### src/rtl/qsw_pkg.sv
// constants, field layout and helper functions of the scan word formatter
package qsw_pkg;

  localparam int ADC_W = 12;
  localparam int WORD_W = 16;
  localparam int CH_N = 4;
  localparam int CODE_W = 2;
  localparam int SAMP_LSB = 0;
  localparam int CODE_LSB = 12;
  localparam int BUSY_BIT = 14;
  localparam int SIGN_BIT = 15;
  localparam logic [ADC_W-1:0] SAMP_FULL = 12'hfff;
  localparam logic [WORD_W-1:0] WORD_RST = 16'h0000;
  localparam logic [CODE_W-1:0] CH_RST = 2'h0;

  localparam int CLK_PERIOD_NS = 10;
  // conversion start interval per channel
  localparam int CONV_US = 10;
  localparam int CONV_CYC = CONV_US * 1000 / CLK_PERIOD_NS;
  localparam int CONV_CW = 10;
  // step response time, in tenths of a millisecond (8.2 ms)
  localparam int SETTLE_TENTH_MS = 82;
  localparam int SETTLE_CYC_DEF = SETTLE_TENTH_MS * 100000 / CLK_PERIOD_NS;
  localparam int SETTLE_CW = 20;

  // next channel in the rotation; last is the highest enabled channel
  function automatic logic [CODE_W-1:0] qsw_next_ch(
    input logic [CODE_W-1:0] cur,
    input logic [CODE_W-1:0] last
  );
    return (cur >= last) ? CH_RST : cur + 2'h1;
  endfunction

  // assemble one presented word from a stored channel result
  function automatic logic [WORD_W-1:0] qsw_word(
    input logic [ADC_W-1:0] samp,
    input logic neg,
    input logic flt,
    input logic bip,
    input logic busy,
    input logic [CODE_W-1:0] code
  );
    logic [WORD_W-1:0] w;
    w = WORD_RST;
    w[SAMP_LSB +: ADC_W] = flt ? '0 : samp;
    w[CODE_LSB +: CODE_W] = code;
    w[BUSY_BIT] = busy;
    w[SIGN_BIT] = flt | (bip & neg);
    return w;
  endfunction

endpackage

### src/rtl/qsw_if.sv
// carrier between the conversion sequencer and the word formatter
`timescale 1ns/10ps
interface qsw_if;
  import qsw_pkg::*;
  logic [ADC_W-1:0] samp [CH_N];
  logic neg [CH_N];
  logic flt [CH_N];
  logic res_tick;
  logic [CODE_W-1:0] last;

  modport conv (output samp, neg, flt, res_tick, input last);
  modport fmt (input samp, neg, flt, res_tick, output last);
  modport mon (input res_tick);
endinterface

### src/rtl/qsw_conv.sv
// free-running conversion sequencer over the enabled channels
`timescale 1ns/10ps
module qsw_conv import qsw_pkg::*; (
  input wire logic clk, // system clock
  input wire logic nrst, // async reset, active low
  qsw_if.conv cif, // stored results toward formatter
  input wire logic [ADC_W-1:0] adc_data, // converter result
  input wire logic adc_neg, // converter input below zero
  input wire logic adc_ready, // converter result strobe
  input wire logic [CH_N-1:0] ch_fault, // per-channel failure level
  output logic adc_start, // start one conversion
  output logic [CODE_W-1:0] adc_chan // channel being converted
);
  typedef enum logic [0:0] {CV_IDLE, CV_WAIT} qsw_cv_t;

  qsw_cv_t st_q;
  logic [CONV_CW-1:0] cnt_q;
  logic [CODE_W-1:0] ch_q;
  logic [ADC_W-1:0] mem_q [CH_N];
  logic neg_q [CH_N];
  logic flt_q [CH_N];
  logic tick_q;
  wire tick = (cnt_q == CONV_CW'(CONV_CYC - 1));

  assign cif.samp = mem_q;
  assign cif.neg = neg_q;
  assign cif.flt = flt_q;
  assign cif.res_tick = tick_q;

  // paced by its own divider, never by the host scan
  always_ff @(posedge clk or negedge nrst) begin
    if (!nrst) begin
      cnt_q <= '0;
    end else begin
      cnt_q <= tick ? '0 : cnt_q + 1'b1;
    end
  end

  always_ff @(posedge clk or negedge nrst) begin
    if (!nrst) begin
      st_q <= CV_IDLE;
      ch_q <= CH_RST;
      adc_start <= 1'b0;
      adc_chan <= CH_RST;
      tick_q <= 1'b0;
      for (int i = 0; i < CH_N; i++) begin
        mem_q[i] <= '0;
        neg_q[i] <= 1'b0;
        flt_q[i] <= 1'b0;
      end
    end else begin
      adc_start <= 1'b0;
      tick_q <= 1'b0;
      unique case (st_q)
        CV_IDLE: if (tick) begin
          adc_start <= 1'b1;
          adc_chan <= (ch_q > cif.last) ? CH_RST : ch_q;
          ch_q <= (ch_q > cif.last) ? CH_RST : ch_q;
          st_q <= CV_WAIT;
        end
        CV_WAIT: if (adc_ready) begin
          mem_q[ch_q] <= adc_data;
          neg_q[ch_q] <= adc_neg;
          flt_q[ch_q] <= ch_fault[ch_q];
          tick_q <= 1'b1;
          ch_q <= qsw_next_ch(ch_q, cif.last);
          st_q <= CV_IDLE;
        end
      endcase
    end
  end
endmodule

### src/rtl/qsw_watch.sv
// flags results older than the step response time as disturbed
`timescale 1ns/10ps
module qsw_watch import qsw_pkg::*; #(
  parameter int SETTLE_CYC = SETTLE_CYC_DEF // settle bound in cycles
) (
  input wire logic clk, // system clock
  input wire logic nrst, // async reset, active low
  qsw_if.mon cif, // result tick from sequencer
  output logic stale // no fresh result within bound
);
  logic [SETTLE_CW-1:0] cnt_q;
  wire at_lim = (cnt_q >= SETTLE_CW'(SETTLE_CYC));

  // a stalled converter cannot honour the step response time
  always_ff @(posedge clk or negedge nrst) begin
    if (!nrst) begin
      cnt_q <= '0;
    end else if (cif.res_tick) begin
      cnt_q <= '0;
    end else if (!at_lim) begin
      cnt_q <= cnt_q + 1'b1;
    end
  end

  assign stale = at_lim;
endmodule

### src/rtl/qsw_top.sv
// four-channel converter control presenting one 16-bit word per scan
`timescale 1ns/10ps
module qsw_top import qsw_pkg::*; #(
  parameter int SETTLE_CYC = SETTLE_CYC_DEF // step response bound
) (
  input wire logic clk, // system clock, 100 MHz
  input wire logic nrst, // async reset, active low
  input wire logic scan_strobe, // host scan boundary pulse
  input wire logic ptr_mode, // 1: all channels per scan
  input wire logic [1:0] ch_count_sel, // enabled channel count select
  input wire logic bipolar, // bipolar input range selected
  input wire logic noise_hit, // conversion disturbed by noise
  input wire logic [ADC_W-1:0] adc_data, // converter result
  input wire logic adc_neg, // converter input below zero
  input wire logic adc_ready, // converter result strobe
  input wire logic [CH_N-1:0] ch_fault, // per-channel failure level
  output logic adc_start, // start one conversion
  output logic [CODE_W-1:0] adc_chan, // channel being converted
  output logic [WORD_W-1:0] in_word, // presented input word
  output logic [CH_N*WORD_W-1:0] ptr_words, // all channels, pointer mode
  output logic word_upd // word refreshed this cycle
);
  ////////////////////////////////////////////////////////////////////////
  // conversion side

  qsw_if cif ();
  logic stale;

  qsw_conv u_conv (
    .clk(clk),
    .nrst(nrst),
    .cif(cif.conv),
    .adc_data(adc_data),
    .adc_neg(adc_neg),
    .adc_ready(adc_ready),
    .ch_fault(ch_fault),
    .adc_start(adc_start),
    .adc_chan(adc_chan)
  );

  qsw_watch #(
    .SETTLE_CYC(SETTLE_CYC)
  ) u_watch (
    .clk(clk),
    .nrst(nrst),
    .cif(cif.mon),
    .stale(stale)
  );

  ////////////////////////////////////////////////////////////////////////
  // channel selection

  logic [CODE_W-1:0] cur_q;
  logic first_q;
  logic noise_q;
  logic [WORD_W-1:0] word_q;
  logic [CH_N*WORD_W-1:0] ptr_q;
  logic upd_q;

  // select code equals the highest enabled channel index
  wire [CODE_W-1:0] last_ch = ch_count_sel;
  assign cif.last = last_ch;

  // a shrunk selection drops the pointer back onto channel one
  wire [CODE_W-1:0] cur_eff = (cur_q > last_ch) ? CH_RST : cur_q;
  wire [CODE_W-1:0] cur_nxt = qsw_next_ch(cur_eff, last_ch);

  // first scan always busy; later only on disturbance
  wire busy_w = first_q | noise_q | noise_hit | stale;

  ////////////////////////////////////////////////////////////////////////
  // word assembly

  wire cur_flt = cif.flt[cur_eff];
  wire [WORD_W-1:0] mux_word = qsw_word(cif.samp[cur_eff],
    cif.neg[cur_eff], cur_flt, bipolar, busy_w, cur_eff);

  logic [WORD_W-1:0] pw [CH_N];
  logic [CH_N*WORD_W-1:0] ptr_flat;

  genvar gi;
  generate
    for (gi = 0; gi < CH_N; gi++) begin : g_ptr
      // disabled channels present an all-zero word
      assign pw[gi] = (CODE_W'(gi) <= last_ch) ?
        qsw_word(cif.samp[gi], cif.neg[gi], cif.flt[gi], bipolar,
                 busy_w, CODE_W'(gi)) : WORD_RST;
      assign ptr_flat[gi*WORD_W +: WORD_W] = pw[gi];
    end
  endgenerate

  // in pointer mode the single word shows the last enabled channel
  wire [WORD_W-1:0] word_d = ptr_mode ? pw[last_ch] : mux_word;

  ////////////////////////////////////////////////////////////////////////
  // scan-aligned registers

  // every field is captured in one edge, no mixed channels
  always_ff @(posedge clk or negedge nrst) begin
    if (!nrst) begin
      word_q <= WORD_RST;
      ptr_q <= '0;
    end else if (scan_strobe) begin
      word_q <= word_d;
      if (ptr_mode) begin
        ptr_q <= ptr_flat;
      end
    end
  end

  always_ff @(posedge clk or negedge nrst) begin
    if (!nrst) begin
      cur_q <= CH_RST;
      first_q <= 1'b1;
    end else if (scan_strobe) begin
      cur_q <= ptr_mode ? cur_eff : cur_nxt;
      first_q <= 1'b0;
    end
  end

  // sticky until the next scan takes it; a new hit beats the clear
  always_ff @(posedge clk or negedge nrst) begin
    if (!nrst) begin
      noise_q <= 1'b0;
    end else begin
      noise_q <= noise_hit | (noise_q & !scan_strobe);
    end
  end

  always_ff @(posedge clk or negedge nrst) begin
    if (!nrst) begin
      upd_q <= 1'b0;
    end else begin
      upd_q <= scan_strobe;
    end
  end

  assign in_word = word_q;
  assign ptr_words = ptr_q;
  assign word_upd = upd_q;
endmodule

### config.mk
export PLATFORM = sky130hd
export DESIGN_NAME = qsw_top
export DESIGN_NICKNAME = d
export VERILOG_FILES = /design/src/rtl/qsw_pkg.sv /design/src/rtl/qsw_if.sv /design/src/rtl/qsw_conv.sv /design/src/rtl/qsw_watch.sv /design/src/rtl/qsw_top.sv
export SDC_FILE = /design/constraint.sdc
export NUM_CORES = 1
export LEC_CHECK = 0
export BUFFER_PORTS_ARGS = -buffer_cell sky130_fd_sc_hd__buf_2
export CAP_MARGIN = 20
export CORE_MARGIN = 3
export CORE_UTILIZATION = 50
export CTS_CLUSTER_DIAMETER = 50
export DETAILED_ROUTE_END_ITERATION = 10
export PLACE_DENSITY = 0.78
export RECOVER_POWER = 25
export SLEW_MARGIN = 20
export SYNTH_ARGS = -nofsm -noshare
export SYNTH_HDL_FRONTEND = slang
export SYNTH_SLANG_ARGS = --single-unit
export TNS_END_PERCENT = 100
### constraint.sdc
create_clock -name clk -period 3.4 [get_ports clk]
set_clock_uncertainty 0.1 [all_clocks]
set_input_delay 1.02 -clock clk [delete_from_list [all_inputs] [get_ports clk]]
set_output_delay 1.02 -clock clk [all_outputs]
set_load 0.005 [all_outputs]
==> results of run 1 <==
==> layer usage <==
| layer | part of all wire | routed length [um] | vias to the layer above |
|---|---|---|---|
| li1 | - | - | 2763 |
| met4 | 0.015 | 276 | 0 |
| met2 | 0.45 | 8580 | 183 |
| met5 | 0 | 0 | - |
| met1 | 0.48 | 9040 | 2951 |
| met3 | 0.058 | 1110 | 24 |
==> metrics by stage <==
stage / power [uW] / cells / util / instance area [um^2] / hold slack, ns
2_1_floorplan: 4320 / 709 / - / 8070 / 0.333
5_1_grt: 7400 / 1034 / 0.605 / 9370 / 0.398
4_1_cts: 7010 / 1034 / 0.608 / 9410 / 0.367
6_report: 6990 / 1034 / 0.605 / 9370 / 0.361
3_5_place_dp: 5070 / 1002 / 0.570 / 8820 / 0.353
3_3_place_gp: 5000 / 1002 / 0.570 / 8820 / 0.346
==> worst max-delay path: cells and delay by family <==
family                     cells  cell delay [ns]
and+or+nand+nor                2             0.33
adders and majority gates      2             0.62
buffers and inverters          3             0.31
AOI/OAI and AO/OA              4             0.72
==> logic make-up (layout without fill, tap and decap cells) <==
group,after synthesis,after routing,share of synthesized area
buf+inv,62,176,0.0362
xor+xnor,22,22,0.0239
other cells,1,4,0.000466
mux,74,74,0.104
fa+ha+maj,13,13,0.0202
simple gates,198,198,0.127
flops,173,173,0.538
compound gates,163,163,0.150
==> synthesized netlist by cell type, types with 3 or more instances <==
cell	n
o22ai_1	4
buf_4	6
a21oi_1	15
xor2_1	4
mux2_2	63
mux2_1	5
nand4_1	5
nand2b_1	7
xnor2_1	18
mux2i_1	5
inv_1	18
nor4b_2	4
clkbuf_1	21
a22o_1	36
nor4_2	6
a32oi_1	12
a221o_1	12
nand3_1	9
buf_2	11
buf_6	3
o21ai_0	38
a22oi_1	11
nor2b_1	6
buf_1	3
dfrtp_1	172
nand2_1	91
o2bb2ai_1	12
nor3_1	9
ha_1	13
or3_1	5
nor2_1	39
==> flip-flops by register name, indices dropped and copies added, names as in the netlist, 2 cells and up <==
name,flops
u_conv.adc_chan,2
u_conv.ch_q,2
in_word,16
u_conv.cif.flt,4
u_watch.cnt_q,20
u_conv.cif.samp,48
cur_q,2
u_conv.cnt_q,10
ptr_words,59
u_conv.cif.neg,4
==> power by group <==
| part | switching [uW] | internal (uW) |
|---|---|---|
| clock | 870 | 1060 |
| combinational | 972 | 955 |
| sequential | 534 | 2600 |
==> worst paths after layout <==
check	endpoint	slack [ns]	cells after the start
worst max-delay path	cur_q[1]	0.65	11
min in group asynchronous	in_word[13]	0.75	1
worst max register to register	cur_q[1]	0.98	10
worst min-delay path	u_conv.cnt_q[0]	0.36	1
max in group asynchronous	u_conv.cif.flt[0]	0.71	2
worst min register to register	u_conv.cnt_q[0]	0.36	1
==> layout make-up <==
cell class                      count  share of cell area
Clock buffer                       18              0.0468
Clock inverter                     14              0.0158
Inverter                           18             0.00721
Multi-Input combinational cell    474               0.368
Sequential cell                   173               0.462
Tap cell                          211              0.0282
Timing Repair Buffer              126              0.0722
==> impl_results.md, run 1 <==
* Synth warn at 0
* Clock latency on the worst-skew pair at 0.44 ns
* Max Root-Sink Buffers at 2
* Routed WL at 19.0 mm
* Clk sinks at 173
* Commonest cells after routing, fill and taps aside: dfrtp_1 (172), buf_2 (103), nand2_1 (90), mux2_2 (63), nor2_1 (39)
* GR Overflow Total at 0
* Worst Path Required at 3.66 ns
* Post-synth top area cell: dfrtp_1
* Worst setup path category: primary input to flop
* CP max FO at 9
* CP max-delay cell: ha_1
* Synth Register Bits at 173
* Part of the cycle the worst path needs at 0.809
* Maximum capacitance violations at 0
* Commonest non-fill, non-tap cell in the layout: dfrtp_1
* Fillers at 1263
* CP max stage delay at 0.33 ns
* Peak supply drop at 0.000408 V
* Post-layout min period at 2.75 ns
* DRT iter0 DRCs at 434
* Fmax at 364 MHz
* Root buf cell: clkbuf_16
* GPL Wtd Cong at 0.874
* ANT nets after route at 0
* Cell count after synthesis at 706
* Setup Slack @ Placement at 0.281 ns
* Area Growth Syn to Fin at 16.4%
* Post-synth EDFFs at 0
* Area share of the largest cell type after synthesis at 0.535
* Antenna violations before repair at 0
* Crit start category: primary input
* CP Cell Sequence: buf_2 > inv_1 > ha_1 > nor2b_4 > o31ai_2 > inv_1 > ha_1 > nand2b_1 > a221oi_1 > a21oi_1 > o2bb2ai_1
* Core area at 15500 um^2
* NumNets Final at 849
* Avg Synthesized Cell Area at 11.4 um^2
* Die height at 133 um
* Routed vias at 5921
* DRC at 0
* Largest net degree at the start of global routing at 52
* Fin. max-slew vios at 0
* Post-CTS Setup Repair Bufs at 0
* Main synth FF type: dfrtp_1
* Die Width at 133 um
* Pre-antenna DRT Iters at 5
* HPWL after DPL at 13.7 mm
* Dominant cells by area after synthesis: dfrtp_1 (53%), mux2_2 (8.8%), nand2_1 (4.2%), a22o_1 (3.9%), o21ai_0 (2.4%)
* Clock edge transition at the registers on the reported setup and hold paths at 0.07 ns
* IO Pins at 110
* Met1 Usage GRT at 0.329
* Grt peak-use layer: met1
* Starting Density at 0.520
* Vias in the first global route at 5925
* Post-CTS sizing at 0
* Sequential fraction of the synthesis area at 0.538
* Least-Margin Pin Slew at 1.25 ns
* Cts bufs inserted at 17
* # setup viols final at 0
* H-tree level count at 4
* Footprint of the multi-input gates at 3450 um^2
* WP data arrival at 3.01 ns
* RSZ-0062 raised after global routing: false
* GR Layer Usage met3 at 0.0506
* Reg-to-Reg Start: cur_q[0]
* Distinct cell type count after synthesis at 66
* Hold-fix buffers, CTS at 0
* Crit path launch: ch_count_sel[1]
* Pwr dens at 746 nW/um^2
* Worst slew margin at 0.167
* Overall routing resource usage at 0.221
* Final Hold Fails at 0
* Seq. cell area at 4330 um^2
* Status: finished, final reports clean
* Worst setup EP type: flop
* Pleak at 0.00450 uW
* Post-route worst setup slack at 0.650 ns
* Setup TNS at 0 ns
* Hold path startpoint: u_conv.cnt_q[0]
* Worst Hold Class: flop to flop
* Fraction of layout cells with a size suffix above 1 at 0.299
* N_diodes at 0
* Met2 usage at 0.320
* CTS tree: built
* Routed len/inst at 18.4 um
* Mapped Area at 8050 um^2
* Async S/R FF share, synth at 1.00
* Number of port buffers at 105
* First-pass GRT wire length at 31.3 mm
* Die ar. at 17700 um^2
* Vias/cell at 5.73
* Site row count at 45
Note: power is estimated with default switching activity, not from simulation.
==> run 2, diff against run 1 <==
==> constraint.sdc (replaced) <==
create_clock -name clk -period 2.8 [get_ports clk]
set_clock_uncertainty 0.1 [all_clocks]
set_input_delay 0.84 -clock clk [delete_from_list [all_inputs] [get_ports clk]]
set_output_delay 0.84 -clock clk [all_outputs]
set_load 0.005 [all_outputs]
==> run 2 against run 1 <==
  * The run now ends with capacitance limit, slew limit left
  * Wire length up 7.4%
  * First-iteration DRC count is 33% higher
  * Hold slack lost 0.0039 ns
  * Setup slack got worse by 0.28 ns
  * Clock-buffer cell count grew 2
  * Largest cell class unchanged
  * Power up 26%
  * Via count rose by 4.5%
  * Critical path depth fell by 6
  * Combinational power is 28% higher
  * Register-to-register slack worse by 0.61 ns
  * Sequential cell count unchanged
  * Final area grew 2.1%
==> impl_results.md, run 2 (synthesis results as in run 1) <==
* Total power at 8790 uW (+26%)
* Setup TNS at 0 ns (unchanged)
* Fillers at 1259 (-0.32%)
* Commonest non-fill, non-tap cell in the layout: dfrtp_1
* Site row count at 45 (unchanged)
* Largest net degree at the start of global routing at 67 (+29%)
* Post-layout min period at 2.43 ns
* Antenna violations before repair at 0 (unchanged)
* Post-route non-filler standard cell count at 1043 (+0.87%)
* Maximum capacitance violations at 1 (+1)
* Area Growth Syn to Fin at 18.8%
* Overall routing resource usage at 0.235 (+0.0137)
* Cts bufs inserted at 17 (unchanged)
* Least-Margin Pin Slew at 1.68 ns (+0.427 ns)
* CTS tree: built
* GPL Wtd Cong at 0.961 (+10%)
* Hold-fix buffers, CTS at 0 (unchanged)
* Routed vias at 6186 (+4.5%)
* First-pass GRT wire length at 33.1 mm (+5.9%)
* Commonest cells after routing, fill and taps aside: dfrtp_1 (172), buf_2 (103), nand2_1 (90), mux2_2 (63), nor2_1 (39)
* Setup Slack @ Placement at 0.104 ns (-0.177 ns)
* H-tree level count at 4 (unchanged)
* Part of the cycle the worst path needs at 0.869
* Status: complete, but fails checks
* Die Width at 133 um (unchanged)
* Pwr dens at 919 nW/um^2 (+23%)
* Starting Density at 0.520 (unchanged)
* Failing checks: capacitance limit, slew limit
* Root buf cell: clkbuf_16
* Number of port buffers at 105 (unchanged)
* GR Overflow Total at 0 (unchanged)
* Core area at 15500 um^2 (unchanged)
* Die ar. at 17700 um^2 (unchanged)
* Vias/cell at 5.93 (+3.6%)
* Pleak at 0.00456 uW (+1.4%)
* ANT nets after route at 0 (unchanged)
* N_diodes at 0 (unchanged)
* Worst setup path category: flop to flop
* # setup viols final at 0 (unchanged)
* Routed len/inst at 19.6 um (+6.5%)
* Cell count after placement at 1011 (+0.90%)
* Post-route worst setup slack at 0.368 ns (-0.282 ns)
* Clock edge transition at the registers on the reported setup and hold paths at 0.06 ns (about the same)
* Reg-to-Reg Start: cur_q[1]
* Fin. max-slew vios at 66 (+66)
* Crit path launch: cur_q[1]
* Worst Hold Class: flop to flop
* CP max FO at 13 (+4)
* Final Hold Fails at 0 (unchanged)
* Post-CTS sizing at 0 (unchanged)
* NumNets Final at 858 (+1.1%)
* Worst Path Required at 2.97 ns (-0.69 ns)
* Die height at 133 um (unchanged)
* DRT iter0 DRCs at 579 (+33%)
* Pre-antenna DRT Iters at 6 (+1)
* Fmax at 411 MHz
* Routed WL at 20.4 mm (+7.4%)
* DRC at 0 (unchanged)
* IO Pins at 110 (unchanged)
* Fraction of layout cells with a size suffix above 1 at 0.314 (+0.0148)
* Post-CTS Setup Repair Bufs at 0 (unchanged)
* Worst setup EP type: flop
* Hold path startpoint: u_conv.cnt_q[0]
* Peak supply drop at 0.000523 V (+28%)
* Max Root-Sink Buffers at 2 (unchanged)
* RSZ-0062 raised after global routing: false
* Vias in the first global route at 6115 (+3.2%)
* Crit start category: flop
* HPWL after DPL at 14.0 mm (+2.0%)
* Clk sinks at 173 (unchanged)
* Clock latency on the worst-skew pair at 0.43 ns (about the same)
* Worst slew margin at -0.118 (-0.284)
* Max reg flops at 59 (unchanged)
* WP data arrival at 2.60 ns (-0.41 ns)
## run 2: changes by cell type in the layout (fill, tap and decap cells not counted), moves of 2 or more
cell / previous run / this run
buf_4: 19 / 25
clkbuf_1: 1 / 4
ha_1: 13 / 10
ha_4: 0 / 3
inv_6: 5 / 2
bufinv_16: 1 / 3
clkbuf_8: 1 / 3
inv_1: 18 / 16
inv_8: 3 / 1
## run 2: per-layer routing
| layer | vias up | GRT usage | wire [um] |
|---|---|---|---|
| met4 | 0 | 0.0716 | 432 |
| met2 | 283 | 0.363 | 9510 |
| met5 | - | 0 | 0 |
| li1 | 2780 | - | - |
| met3 | 39 | 0.0597 | 1740 |
| met1 | 3084 | 0.328 | 8720 |
## run 2: path summary, 6_finish.rpt
| path | to | slack (ns) | cells past startpoint |
|---|---|---|---|
| hold reg to reg | u_conv.cnt_q[0] | 0.36 | 1 |
| hold / removal | u_conv.cnt_q[0] | 0.36 | 1 |
| max in group asynchronous | cur_q[1] | 0.61 | 2 |
| setup / recovery | in_word[15] | 0.37 | 5 |
| min in group asynchronous | u_watch.cnt_q[8] | 0.74 | 1 |
| setup reg to reg | in_word[15] | 0.37 | 5 |
## run 2: through the flow
step,instance area [um^2],util,hold slack [ns]
2_1_floorplan,8200,-,0.333
3_3_place_gp,8960,0.579,0.347
3_5_place_dp,8960,0.579,0.352
4_1_cts,9590,0.619,0.319
5_1_grt,9570,0.618,0.393
6_report,9570,0.618,0.358
## run 2: power by group
group	total (uW)	internal [uW]	switching [uW]	leakage (uW)
clock	2480	1480	994	0.000295
sequential	3840	3160	675	0.00225
combinational	2480	1220	1250	0.00201
## run 2: layout make-up
| class | instances | area, um^2 | area share |
|---|---|---|---|
| clock buffers | 20 | 467 | 0.0488 |
| clock inverters | 12 | 160 | 0.0167 |
| inverters | 18 | 75.1 | 0.00785 |
| multi-input cells | 474 | 3520 | 0.368 |
| flip-flops and latches | 173 | 4330 | 0.453 |
| well taps | 211 | 264 | 0.0276 |
| repair buffers | 135 | 748 | 0.0782 |
## run 2: worst max-delay path, stage by stage, from the launching register on
cell and delay (ns):
dfrtp_1 0.56, buf_4 0.27, nor2_1 0.59, nor2_1 0.16
o311ai_0 0.39, o311ai_0 0.20
